**src/core/hims_map.svh**
```systemverilog
// Offsets, field positions and reset values of the microframe status block
//
// Operation
// - A microframe's 12-bit receive count is written only when its active bit is 1 and the frame matched.
// - Counts of microframes 0 and 1 sit at bits 43:32 and 55:44, microframe 2 splits over 63:56 and 3:0 of the next pair.
// - Eight 3-bit result fields pack upward from bits 10:8 for microframe 0 to bits 31:29 for microframe 7.
// - A result field is written only after that microframe's transaction has completed on the bus.
// - Result bit 0 flags a transaction error for IN and OUT.
// - Result bit 1 flags babble and is only set for IN tokens.
// - Result bit 2 flags an underrun and is only set for OUT tokens.
// - Software only sets active mask bits, and the controller clears each one once its microframe is processed.
// - When frame field bits 7:3 equal the bus frame number, a transaction is issued only in microframes whose bit is 1.
// - All eight bits set means every microframe is served, only even bits means microframes 0, 2, 4 and 6 only.
`ifndef HIMS_MAP_SVH
`define HIMS_MAP_SVH

`define HIMS_ADDR_W        5
`define HIMS_DATA_W        32
`define HIMS_UFRAMES       8
`define HIMS_COUNT_W       12
`define HIMS_RES_W         3
`define HIMS_IDX_W         3
`define HIMS_FRAME_W       5

`define HIMS_OFS_DW4       5'h00
`define HIMS_OFS_DW5       5'h04
`define HIMS_OFS_DW6       5'h08
`define HIMS_OFS_DW7       5'h0C
`define HIMS_OFS_FRAME     5'h10
`define HIMS_OFS_INT_STAT  5'h14
`define HIMS_OFS_INT_MASK  5'h18

`define HIMS_MASK_LSB      0
`define HIMS_MASK_MSB      7
`define HIMS_RES_LSB       8
`define HIMS_RES_MSB       31
`define HIMS_FRAME_NUM_LSB 3
`define HIMS_FRAME_NUM_MSB 7
`define HIMS_FRAME_FLD_W   8

`define HIMS_RES_ERR_BIT   0
`define HIMS_RES_BABL_BIT  1
`define HIMS_RES_UNDR_BIT  2

`define HIMS_INT_W         3
`define HIMS_INT_DONE_BIT  0
`define HIMS_INT_ERR_BIT   1
`define HIMS_INT_IDLE_BIT  2

`define HIMS_MASK_RST      8'h00
`define HIMS_FRAME_RST     8'h00
`define HIMS_INT_RST       3'h0
`define HIMS_COUNT_RST     12'h000
`define HIMS_RESULT_RST    3'h0
`define HIMS_WORD_ZERO     32'h00000000

`endif

```
**src/core/hims_pkg.sv**
```systemverilog
// Types shared by the microframe status block
package hims_pkg;

	typedef enum logic [0:0] {
		HIMS_ST_IDLE = 1'b0,
		HIMS_ST_WAIT = 1'b1
	} hims_state_type;

	typedef logic [11:0] hims_count_type;
	typedef logic [2:0]  hims_result_type;

endpackage : hims_pkg

```
**src/core/hims_uframe_slot.sv**
```systemverilog
// One microframe's receive count and result holder
`timescale 1ns/1ps
`include "hims_map.svh"

module hims_uframe_slot
	import hims_pkg::*;
#(
	parameter int COUNT_W = `HIMS_COUNT_W
) (
	input  wire logic               clk_in,     // Core clock
	input  wire logic               resetn_in,  // Sync reset, active low
	input  wire logic               load_in,    // Transaction of this slot done
	input  wire logic [COUNT_W-1:0] count_in,   // Bytes received
	input  wire logic               token_in_in,// 1 for IN, 0 for OUT
	input  wire logic               err_in,     // Transaction error
	input  wire logic               babble_in,  // Babble seen
	input  wire logic               underrun_in,// Underrun seen
	output logic      [COUNT_W-1:0] count_out,  // Stored count
	output logic      [2:0]         result_out  // Stored result
);

	generate
		if (COUNT_W < 1) begin : g_bad_width
			$error("hims_uframe_slot: COUNT_W must be at least 1");
		end
	endgenerate

	logic [COUNT_W-1:0] count_ff;
	logic [2:0]         result_ff;
	wire  [2:0]         nxt_result;

	assign nxt_result[`HIMS_RES_ERR_BIT]  = err_in;
	assign nxt_result[`HIMS_RES_BABL_BIT] = babble_in & token_in_in;
	assign nxt_result[`HIMS_RES_UNDR_BIT] = underrun_in & ~token_in_in;

	always_ff @(posedge clk_in) begin
		if (!resetn_in) begin
			count_ff  <= '0;
			result_ff <= `HIMS_RESULT_RST;
		end else if (load_in) begin
			count_ff  <= count_in;
			result_ff <= nxt_result;
		end
	end

	assign count_out  = count_ff;
	assign result_out = result_ff;

endmodule : hims_uframe_slot

```
**src/core/hims_uframe_status.sv**
```systemverilog
// Per-microframe status of a high-speed isochronous transfer descriptor
//
// Decided for this implementation: strobed register access and the register offsets.
`timescale 1ns/1ps
`include "hims_map.svh"

module hims_uframe_status
	import hims_pkg::*;
#(
	parameter int UFRAMES = `HIMS_UFRAMES,
	parameter int COUNT_W = `HIMS_COUNT_W
) (
	input  wire logic                       clk_in,          // Core clock, 40 MHz
	input  wire logic                       resetn_in,       // Sync reset, active low
	input  wire logic [`HIMS_ADDR_W-1:0]    reg_addr_in,     // Register byte address
	input  wire logic [`HIMS_DATA_W-1:0]    reg_wdata_in,    // Register write data
	input  wire logic                       reg_wr_in,       // Write strobe
	input  wire logic                       reg_rd_in,       // Read strobe
	output logic      [`HIMS_DATA_W-1:0]    reg_rdata_out,   // Read data, cycle after strobe
	input  wire logic                       usof_in,         // Microframe start pulse
	input  wire logic [`HIMS_FRAME_W-1:0]   bus_frame_in,    // Current bus frame number
	input  wire logic [`HIMS_IDX_W-1:0]     usof_index_in,   // Microframe index in frame
	input  wire logic                       token_in_in,     // 1 for IN, 0 for OUT
	input  wire logic                       xact_done_in,    // Transaction finished pulse
	input  wire logic [COUNT_W-1:0]         xact_count_in,   // Bytes received
	input  wire logic                       xact_err_in,     // Transaction error
	input  wire logic                       xact_babble_in,  // Babble seen
	input  wire logic                       xact_underrun_in,// Underrun seen
	output logic                            xact_issue_out,  // Issue transaction pulse
	output logic      [`HIMS_IDX_W-1:0]     xact_uframe_out, // Microframe being served
	output logic                            irq_out          // Level interrupt
);

	////////////////////////////////////////////////////////////////////////////////
	// Elaboration checks
	////////////////////////////////////////////////////////////////////////////////

	generate
		if (UFRAMES != `HIMS_UFRAMES) begin : g_bad_uframes
			$error("hims_uframe_status: UFRAMES must be 8");
		end
		if (COUNT_W != `HIMS_COUNT_W) begin : g_bad_count
			$error("hims_uframe_status: COUNT_W must be 12 for the packed layout");
		end
	endgenerate

	////////////////////////////////////////////////////////////////////////////////
	// State
	////////////////////////////////////////////////////////////////////////////////

	hims_state_type                    state_ff;
	hims_state_type                    nxt_state;
	logic [UFRAMES-1:0]                mask_ff;
	logic [UFRAMES-1:0]                nxt_mask;
	logic [`HIMS_FRAME_FLD_W-1:0]      frame_ff;
	logic [`HIMS_IDX_W-1:0]            cur_uf_ff;
	logic [`HIMS_IDX_W-1:0]            nxt_cur_uf;
	logic                              issue_ff;
	logic [`HIMS_INT_W-1:0]            int_stat_ff;
	logic [`HIMS_INT_W-1:0]            nxt_int_stat;
	logic [`HIMS_INT_W-1:0]            int_mask_ff;
	logic                              irq_ff;
	logic [`HIMS_DATA_W-1:0]           rdata_ff;

	////////////////////////////////////////////////////////////////////////////////
	// Register decode
	////////////////////////////////////////////////////////////////////////////////

	wire sel_dw4      = (reg_addr_in == `HIMS_OFS_DW4);
	wire sel_dw5      = (reg_addr_in == `HIMS_OFS_DW5);
	wire sel_dw6      = (reg_addr_in == `HIMS_OFS_DW6);
	wire sel_dw7      = (reg_addr_in == `HIMS_OFS_DW7);
	wire sel_frame    = (reg_addr_in == `HIMS_OFS_FRAME);
	wire sel_int_stat = (reg_addr_in == `HIMS_OFS_INT_STAT);
	wire sel_int_mask = (reg_addr_in == `HIMS_OFS_INT_MASK);

	wire wr_dw4      = reg_wr_in & sel_dw4;
	wire wr_frame    = reg_wr_in & sel_frame;
	wire wr_int_stat = reg_wr_in & sel_int_stat;
	wire wr_int_mask = reg_wr_in & sel_int_mask;

	wire [UFRAMES-1:0] sw_set_mask = wr_dw4 ? reg_wdata_in[`HIMS_MASK_MSB:`HIMS_MASK_LSB] : '0;

	////////////////////////////////////////////////////////////////////////////////
	// Microframe scheduling
	////////////////////////////////////////////////////////////////////////////////

	wire [`HIMS_FRAME_W-1:0] target_frame = frame_ff[`HIMS_FRAME_NUM_MSB:`HIMS_FRAME_NUM_LSB];
	wire                     frame_match  = (target_frame == bus_frame_in);
	wire                     start_xact   = usof_in & frame_match & mask_ff[usof_index_in];
	wire                     finish_xact  = (state_ff == HIMS_ST_WAIT) & xact_done_in & ~usof_in;

	wire [UFRAMES-1:0] uf_onehot = UFRAMES'(1) << cur_uf_ff;
	wire [UFRAMES-1:0] hw_clr_mask = finish_xact ? uf_onehot : '0;

	// Error interrupt follows the stored result, not the raw flags
	wire xact_errored = xact_err_in |
		(xact_babble_in & token_in_in) |
		(xact_underrun_in & ~token_in_in);

	// A new microframe start abandons a transaction that never finished
	always_comb begin
		nxt_state  = state_ff;
		nxt_cur_uf = cur_uf_ff;
		case (state_ff)
			HIMS_ST_IDLE: begin
				if (start_xact) begin
					nxt_state  = HIMS_ST_WAIT;
					nxt_cur_uf = usof_index_in;
				end
			end
			HIMS_ST_WAIT: begin
				if (start_xact) begin
					nxt_cur_uf = usof_index_in;
				end else if (usof_in || xact_done_in) begin
					nxt_state = HIMS_ST_IDLE;
				end
			end
			default: begin
				nxt_state = HIMS_ST_IDLE;
			end
		endcase
	end

	assign nxt_mask = (mask_ff & ~hw_clr_mask) | sw_set_mask;

	// Issue is a one-cycle pulse, the index stays for the far side
	always_ff @(posedge clk_in) begin
		if (!resetn_in) begin
			state_ff  <= HIMS_ST_IDLE;
			cur_uf_ff <= '0;
			mask_ff   <= `HIMS_MASK_RST;
			issue_ff  <= 1'b0;
		end else begin
			state_ff  <= nxt_state;
			cur_uf_ff <= nxt_cur_uf;
			mask_ff   <= nxt_mask;
			issue_ff  <= start_xact;
		end
	end

	// Frame field kept whole, only its upper bits are compared
	always_ff @(posedge clk_in) begin
		if (!resetn_in) begin
			frame_ff <= `HIMS_FRAME_RST;
		end else if (wr_frame) begin
			frame_ff <= reg_wdata_in[`HIMS_FRAME_FLD_W-1:0];
		end
	end

	////////////////////////////////////////////////////////////////////////////////
	// Per-microframe count and result storage
	////////////////////////////////////////////////////////////////////////////////

	// One holder per microframe, moved only by its own completion
	logic [UFRAMES*COUNT_W-1:0]     counts_flat;
	logic [UFRAMES*`HIMS_RES_W-1:0] results_flat;

	genvar gi;
	generate
		for (gi = 0; gi < UFRAMES; gi++) begin : g_slot
			wire slot_load = finish_xact & uf_onehot[gi];

			hims_uframe_slot #(
				.COUNT_W (COUNT_W)
			) u_slot (
				.clk_in      (clk_in),
				.resetn_in   (resetn_in),
				.load_in     (slot_load),
				.count_in    (xact_count_in),
				.token_in_in (token_in_in),
				.err_in      (xact_err_in),
				.babble_in   (xact_babble_in),
				.underrun_in (xact_underrun_in),
				.count_out   (counts_flat[gi*COUNT_W +: COUNT_W]),
				.result_out  (results_flat[gi*`HIMS_RES_W +: `HIMS_RES_W])
			);
		end
	endgenerate

	////////////////////////////////////////////////////////////////////////////////
	// Descriptor word packing
	////////////////////////////////////////////////////////////////////////////////

	// Named fields, so the packing below reads like the descriptor layout
	wire [COUNT_W-1:0]     uframe0_rx_count       = counts_flat[0*COUNT_W +: COUNT_W];
	wire [COUNT_W-1:0]     uframe1_rx_count       = counts_flat[1*COUNT_W +: COUNT_W];
	wire [COUNT_W-1:0]     uframe2_rx_count       = counts_flat[2*COUNT_W +: COUNT_W];
	wire [COUNT_W-1:0]     uframe3_rx_count       = counts_flat[3*COUNT_W +: COUNT_W];
	wire [COUNT_W-1:0]     uframe4_rx_count       = counts_flat[4*COUNT_W +: COUNT_W];
	wire [COUNT_W-1:0]     uframe5_rx_count       = counts_flat[5*COUNT_W +: COUNT_W];
	wire [COUNT_W-1:0]     uframe6_rx_count       = counts_flat[6*COUNT_W +: COUNT_W];
	wire [COUNT_W-1:0]     uframe7_rx_count       = counts_flat[7*COUNT_W +: COUNT_W];
	wire [`HIMS_RES_W-1:0] uframe0_result         = results_flat[0*`HIMS_RES_W +: `HIMS_RES_W];
	wire [`HIMS_RES_W-1:0] uframe1_result         = results_flat[1*`HIMS_RES_W +: `HIMS_RES_W];
	wire [`HIMS_RES_W-1:0] uframe2_result         = results_flat[2*`HIMS_RES_W +: `HIMS_RES_W];
	wire [`HIMS_RES_W-1:0] uframe3_result         = results_flat[3*`HIMS_RES_W +: `HIMS_RES_W];
	wire [`HIMS_RES_W-1:0] uframe4_result         = results_flat[4*`HIMS_RES_W +: `HIMS_RES_W];
	wire [`HIMS_RES_W-1:0] uframe5_result         = results_flat[5*`HIMS_RES_W +: `HIMS_RES_W];
	wire [`HIMS_RES_W-1:0] uframe6_result         = results_flat[6*`HIMS_RES_W +: `HIMS_RES_W];
	wire [`HIMS_RES_W-1:0] uframe7_result         = results_flat[7*`HIMS_RES_W +: `HIMS_RES_W];
	wire [UFRAMES-1:0]     microframe_active_mask = mask_ff;

	wire [`HIMS_DATA_W-1:0] dw4_word = {
		uframe7_result,
		uframe6_result,
		uframe5_result,
		uframe4_result,
		uframe3_result,
		uframe2_result,
		uframe1_result,
		uframe0_result,
		microframe_active_mask
	};
	// Counts 0, 1 and low of 2
	wire [`HIMS_DATA_W-1:0] dw5_word = {
		uframe2_rx_count[7:0],
		uframe1_rx_count,
		uframe0_rx_count
	};
	// High of 2 at bits 3:0
	wire [`HIMS_DATA_W-1:0] dw6_word = {
		uframe5_rx_count[3:0],
		uframe4_rx_count,
		uframe3_rx_count,
		uframe2_rx_count[11:8]
	};
	// High of 5, then 6 and 7
	wire [`HIMS_DATA_W-1:0] dw7_word = {
		uframe7_rx_count,
		uframe6_rx_count,
		uframe5_rx_count[11:4]
	};

	wire [`HIMS_DATA_W-1:0] frame_word    = {{(`HIMS_DATA_W-`HIMS_FRAME_FLD_W){1'b0}}, frame_ff};
	wire [`HIMS_DATA_W-1:0] int_stat_word = {{(`HIMS_DATA_W-`HIMS_INT_W){1'b0}}, int_stat_ff};
	wire [`HIMS_DATA_W-1:0] int_mask_word = {{(`HIMS_DATA_W-`HIMS_INT_W){1'b0}}, int_mask_ff};

	// Unmapped addresses read as zero
	wire [`HIMS_DATA_W-1:0] rd_word =
		({`HIMS_DATA_W{sel_dw4}}      & dw4_word)      |
		({`HIMS_DATA_W{sel_dw5}}      & dw5_word)      |
		({`HIMS_DATA_W{sel_dw6}}      & dw6_word)      |
		({`HIMS_DATA_W{sel_dw7}}      & dw7_word)      |
		({`HIMS_DATA_W{sel_frame}}    & frame_word)    |
		({`HIMS_DATA_W{sel_int_stat}} & int_stat_word) |
		({`HIMS_DATA_W{sel_int_mask}} & int_mask_word);

	// Data valid only in the cycle after the strobe
	always_ff @(posedge clk_in) begin
		if (!resetn_in) begin
			rdata_ff <= `HIMS_WORD_ZERO;
		end else if (reg_rd_in) begin
			rdata_ff <= rd_word;
		end else begin
			rdata_ff <= `HIMS_WORD_ZERO;
		end
	end

	////////////////////////////////////////////////////////////////////////////////
	// Interrupts
	////////////////////////////////////////////////////////////////////////////////

	wire [`HIMS_INT_W-1:0] int_events;
	assign int_events[`HIMS_INT_DONE_BIT] = finish_xact;
	assign int_events[`HIMS_INT_ERR_BIT]  = finish_xact & xact_errored;
	// Whole schedule drained by hardware, not by a rearm
	assign int_events[`HIMS_INT_IDLE_BIT] = finish_xact & (mask_ff != '0) & (nxt_mask == '0);

	// Event set wins over a write-one clear
	wire [`HIMS_INT_W-1:0] int_clr = wr_int_stat ? reg_wdata_in[`HIMS_INT_W-1:0] : '0;
	assign nxt_int_stat = (int_stat_ff & ~int_clr) | int_events;

	// Pin lags status by one cycle so it stays a plain flop
	always_ff @(posedge clk_in) begin
		if (!resetn_in) begin
			int_stat_ff <= `HIMS_INT_RST;
			int_mask_ff <= `HIMS_INT_RST;
			irq_ff      <= 1'b0;
		end else begin
			int_stat_ff <= nxt_int_stat;
			if (wr_int_mask) begin
				int_mask_ff <= reg_wdata_in[`HIMS_INT_W-1:0];
			end
			irq_ff <= |(int_stat_ff & int_mask_ff);
		end
	end

	////////////////////////////////////////////////////////////////////////////////
	// Outputs
	////////////////////////////////////////////////////////////////////////////////

	assign reg_rdata_out   = rdata_ff;
	assign xact_issue_out  = issue_ff;
	assign xact_uframe_out = cur_uf_ff;
	assign irq_out         = irq_ff;

endmodule : hims_uframe_status

```
**config.mk**
```make
export PLATFORM = sky130hd
export DESIGN_NAME = hims_uframe_status
export DESIGN_NICKNAME = d
export VERILOG_FILES = /design/src/core/hims_pkg.sv /design/src/core/hims_uframe_slot.sv /design/src/core/hims_uframe_status.sv
export VERILOG_INCLUDE_DIRS = /design/src /design/src/core
export SDC_FILE = /design/constraint.sdc
export NUM_CORES = 1
export LEC_CHECK = 0
export BUFFER_PORTS_ARGS = -buffer_cell sky130_fd_sc_hd__clkbuf_2
export CAP_MARGIN = 20
export CORE_ASPECT_RATIO = 1.5
export CORE_MARGIN = 5
export CORE_UTILIZATION = 45
export CTS_CLUSTER_DIAMETER = 40
export DETAILED_ROUTE_END_ITERATION = 8
export GPL_ROUTABILITY_DRIVEN = 0
export GPL_TIMING_DRIVEN = 0
export SYNTH_ARGS = -nofsm -noshare
export SYNTH_HDL_FRONTEND = slang
export SYNTH_SLANG_ARGS = --single-unit
```
**constraint.sdc**
```tcl
create_clock -name clk_in -period 2.5 [get_ports clk_in]
set_input_delay 0.375 -clock clk_in [delete_from_list [all_inputs] [get_ports clk_in]]
set_output_delay 0.375 -clock clk_in [all_outputs]
set_load 0.01 [all_outputs]
```
Word-level counts from Yosys, hierarchy flattened
Index checks and enable logic that the tools add are counted.
Cells by class
  bitwise operators: 46
  eq/ne operators: 7
  order comparisons: 1
  muxes and demuxes: 10
  reductions and logical operators: 6
  shift-type cells: 1
Operator list (count)
  32-bit OR: 6
  32-bit bitwise AND: 4
  32-bit by 3-bit bitwise AND with 32-bit output: 2
  32-bit by 8-bit bitwise AND with 32-bit output: 1
  1-bit bitwise AND: 21
  8-bit two-way mux: 2
  5-bit == test, second input constant: 3
  5-bit by 4-bit == test with 1-bit output, second input constant: 2
  8-bit bitwise AND: 1
  8-bit zero test: 1
  8-bit inverter: 1
  8-bit OR: 1
  8-bit nonzero test: 1
  1-bit by 3-bit left shift with 8-bit output, first input constant: 1
  3-bit bitwise AND: 2
  3-bit two-way mux: 2
  5-bit by 3-bit == test with 1-bit output, second input constant: 1
  5-bit == test: 1
  5-bit zero test: 1
  3-bit by 4-bit < comparator with 1-bit output, second input constant: 1
  1-bit two-way mux: 4
  1-bit binary-select mux with 3-bit select: 1
  1-bit inverter: 3
  3-bit inverter: 1
  6 further kinds: 7
Word-level totals
  input bits: 67
  flip-flop bits (word level): 180
  logic and storage cells: 96
  output and inout port bits: 37

Longest topological paths before layout
  word-level depth: 9
  depth in mapped cells: 7
  gate-level depth less buffers: 4

Cells and area by module
Synthesis repeated with hierarchy kept, for this count alone.
Second synthesis, totals
  cell total of the unflattened synthesis: 675
  area total of the unflattened synthesis: 7743.7 µm²
Modules (own cells, without submodules)
  hims_uframe_slot: instances 8, seq. area each 300.3 µm², cells each 50, area an instance 585.6 µm²
  hims_uframe_status: instances 1, seq. area each 1201.2 µm², cells each 275, area an instance 3059.2 µm²

Least setup slack after synthesis
Ideal clock, no wire load.
  path kind: input to register
  start: in reg_addr_in[2]
  end: reg frame_ff[0]
  cell stages on the path: 5
  data arrival time: 1.509 ns
  slack: 0.874 ns
  buffers on the path: 1
  library setup time: 0.116 ns
  data required time: 2.384 ns
  cells stage by stage: buf_2 nor4_4 nand3_2 mux2i_1 nor2b_1
Between the ends
  longest elaborated chain between the ends: 2
RTL lines
  start, declared: RTL line hims_uframe_status.sv:15  | input wire logic [`HIMS_ADDR_W-1:0] reg_addr_in,
  5-bit == test (no line)
  1-bit bitwise AND: RTL line hims_uframe_status.sv:78  | wire wr_frame = reg_wr_in & sel_frame;
  end signal, assigned: RTL line hims_uframe_status.sv:145  | frame_ff <= `HIMS_FRAME_RST;
  end signal, assigned: RTL line hims_uframe_status.sv:147  | frame_ff <= reg_wdata_in[`HIMS_FRAME_FLD_W-1:0];
  end, declared: RTL line hims_uframe_status.sv:55  | logic [`HIMS_FRAME_FLD_W-1:0] frame_ff;
Every way passes these cells.
A chain may end at the register's enable or synchronous reset.

Worst setup path in the final report
  start: reg cur_uf_ff[1] (netlist: xact_uframe_out[1])
  end: reg g_slot[5].u_slot.count_ff[9]
Between the ends
  longest elaborated chain between the ends: 2
RTL lines
  start, declared: RTL line hims_uframe_status.sv:56  | logic [`HIMS_IDX_W-1:0] cur_uf_ff;
  start signal, assigned: RTL line hims_uframe_status.sv:136  | cur_uf_ff <= nxt_cur_uf;
  1-bit by 3-bit left shift with 8-bit output: RTL line hims_uframe_status.sv:93  | wire [UFRAMES-1:0] uf_onehot = UFRAMES'(1) << cur_uf_ff;
  1-bit bitwise AND: RTL line hims_uframe_status.sv:162  | wire slot_load = finish_xact & uf_onehot[gi];
  end signal, assigned: RTL line hims_uframe_slot.sv:41  | count_ff <= count_in;
  end, declared: RTL line hims_uframe_slot.sv:28  | logic [COUNT_W-1:0] count_ff;
Every way passes these cells.

==> results.toml <==
[die]
die_w_um = 116
fp-row-count = 58
dieArea_um2 = 19800
start_util_pct = 45.6
design.core.area_um2 = 16800
die_height_um = 170
pin_count = 104

[cts]
cts_setup_buffers = 0
hold_buffers = 0
cts_htree_levels = 4
clkLatencyLatePin_ns = 0.43
cts_root_buf = "clkbuf_16"
cts_resized = 0
path_clk_slew_ns = 0.07
cts.sinks = 180
cts_buffers = 17
cts_tree = "built"
clockBufferDepth = 2

[critical_path]
r2r-start = "xact_uframe_out[1]$_SDFFE_PN0P_"
cp.arrival_ns = 2.29
rrSetupSlack_ns = 0.57
regToRegEndpoint = "g_slot[5].u_slot.count_out[9]$_SDFFE_PN0P_"
path_cells = "nand4bb_1 > clkbuf_1 > or2_1 > buf_2 > buf_2 > nand2_1 > a21boi_1"
crit_top_cell = "buf_2"
endpoint_kind = "flop"
reg2regPathDepth = 7
crit_path_end = "g_slot[5].u_slot.count_out[9]$_SDFFE_PN0P_"
critical_path.startpoint_type = "flop"
critical-path-slowest-cell = "clkbuf_1"
path_class = "reg -> reg"
critPathMaxStageDelay_ns = 0.46
startpoint = "xact_uframe_out[1]$_SDFFE_PN0P_"
cp.required_ns = 2.86
crit_fanout = 10

[cells_and_area]
area_delta_synth_final_pct = 15.6
mostFrequentLayoutCell = "nand2_1"
antenna_cells = 0
drive_gt1_share_pct = 19.3
mostFrequentLayoutCells = "256 x nand2_1, 180 x dfxtp_1, 123 x a21boi_1"
fin_cells = 1167
fin_area_um2 = 8840
final_nets = 1012

[power_and_ir_drop]
ir_drop_uv = 374
power.leakage_nw = 3.03
total_power_mw = 5.95
power_density_nw_per_um2 = 673

[route]
wirelength_um = 24700
vias = 6540
drtIter0Drc = 435
ant_nets = 0
via_per_inst = 5.60
dr.pass1.iters = 7
drc = 0
wl_per_cell_um = 21.2

[sta]
grt_setup_unrepaired = "no"
fin_crit_sh_pct = 77.0
period_needed_ns = 1.93
setup_viol = 0
tns_ns = 0
drv_slew = 0
fmax_mhz = 519
worst_pin_slew_ns = 0.857
finalHoldViolCount = 0
clock_skew_ns = 0.00821
slew_headroom_pct = 42.9

[placed_design]
dp_hpwl_um = 17800
dpl_cell_area_um2 = 8220
dp.cells = 1136
portBuffers = 62

[synthesis]
syn_nets = 931
synth_seq_cells = 180
synth.yosys.seq_area_share_pct = 47.1
yosysUniqueCellTypes = 49
synth-async-reset-ratio_pct = 0
avgSynthCellArea_um2 = 8.85
ys.flop_type = "dfxtp_1"
syn_area_um2 = 7650
synth_edf_count = 0
yosys_warnings = 0
syn-instance-count = 864

[flow_run]
maxCapViolations = 0

[global_route]
grt_max_degree = 17
antenna_found_initial = 0
grt_pass1_wl_um = 38000
grt_pass1_vias = 6450
grt_overflow = 0
grt_usage_pct = 26.0

[min_path]
hold_class = "in -> reg"

[outcome]
outcome = "finished, final reports clean"
[critical path, delay by kind of cell, from the launching register on]
family	cells	cell delay (ns)
AOI/OAI and AO/OA	1	0.14
and+or+nand+nor	3	0.40
DFF	1	0.41
buffers and inverters	3	0.91
[stage by stage]
step	hold slack (ns)	util [%]	worst slack (ns)
2_1_floorplan	0.435	-	0.874
3_3_place_gp	0.441	49.1	0.408
3_5_place_dp	0.445	49.1	0.370
4_1_cts	0.188	52.7	0.568
5_1_grt	0.208	52.7	0.356
6_report	0.202	52.7	0.574
[metal layers]
metal  track usage [%]  part of all wire [%]  vias up
li1                  -                     -     3122
met1              31.7                    41     3133
met2              42.9                    49      214
met3              5.07                   5.3       71
met4              13.4                   5.0        0
met5                 0                     0        -
[power breakdown]
part | switching, mW | internal (mW) | total (mW) | leakage (nW)
Clock | 1.15 | 1.65 | 2.80 | 0.302
Sequential | 0.00313 | 2.87 | 2.87 | 1.45
Combinational | 0.191 | 0.0877 | 0.279 | 1.28
[final cells by class]
cell class / instances / area, µm²
fill: 1621 / 7920
multi-input combinational: 605 / 3670
sequential: 180 / 3600
clock buffer: 20 / 467
buffer: 77 / 365
timing repair buffer: 62 / 310
tap: 210 / 263
clock inverter: 11 / 151
inverter: 2 / 7.51
[worst min path at each step]
stage	slack (ns)	end	depth (start not counted)	startpoint
6_report	0.20	mask_ff[7]$_SDFF_PN0_	3	reg_wdata_in[7]
5_1_grt	0.21	mask_ff[7]$_SDFF_PN0_	3	reg_wdata_in[7]
4_1_cts	0.19	mask_ff[7]$_SDFF_PN0_	3	reg_wdata_in[7]
3_5_place_dp	0.44	g_slot[2].u_slot.count_out[2]$_SDFFE_PN0P_	2	g_slot[2].u_slot.count_out[2]$_SDFFE_PN0P_
3_3_place_gp	0.44	g_slot[2].u_slot.count_out[7]$_SDFFE_PN0P_	2	g_slot[2].u_slot.count_out[7]$_SDFFE_PN0P_
2_1_floorplan	0.43	g_slot[5].u_slot.count_out[10]$_SDFFE_PN0P_	2	g_slot[5].u_slot.count_out[10]$_SDFFE_PN0P_
[registers in the layout (all words and copies together), names as in the netlist]
| signal | flops |
|---|---|
| g_slot.u_slot.count_out | 96 |
| reg_rdata_out | 32 |
| g_slot.u_slot.result_out | 24 |
| frame_ff | 8 |
| mask_ff | 8 |
| int_mask_ff | 3 |
| int_stat_ff | 3 |
| xact_uframe_out | 3 |
| irq_out | 1 |
| state_ff | 1 |
| xact_issue_out | 1 |
[Yosys cell counts (3+ instances only)]
library cell  instances  area (µm²)
nand2_1             256         961
dfxtp_1             180        3600
a21boi_1            123         923
a22oi_1              44         330
buf_2                37         185
clkbuf_1             35         131
a22oi_2              20         250
mux2i_1              17         170
a21oi_2              16         140
nor2b_1              16         100
nor2_1               15        56.3
a21oi_1               9        45.0
or2_1                 8        50.1
a31oi_1               6        37.5
a21boi_0              5        37.5
mux2_2                5        56.3
nand4_1               5        31.3
xnor2_1               5        43.8
nand2b_1              4        25.0
nand3_1               4        20.0
o21ai_0               4        20.0
a222oi_1              3        30.0
and2_1                3        18.8
buf_6                 3        33.8
nand4b_1              3        26.3
nor3_1                3        15.0
o21ai_1               3        15.0
[cells by family after synthesis]
kind of cell / after synthesis / share of synthesized area (%)
compound gates: 241 / 24.8
flops: 180 / 47.1
mux: 23 / 3.25
simple gates: 336 / 19.4
buf+inv: 79 / 4.87
xor+xnor: 5 / 0.572
(Power assumes the default switching activity.)
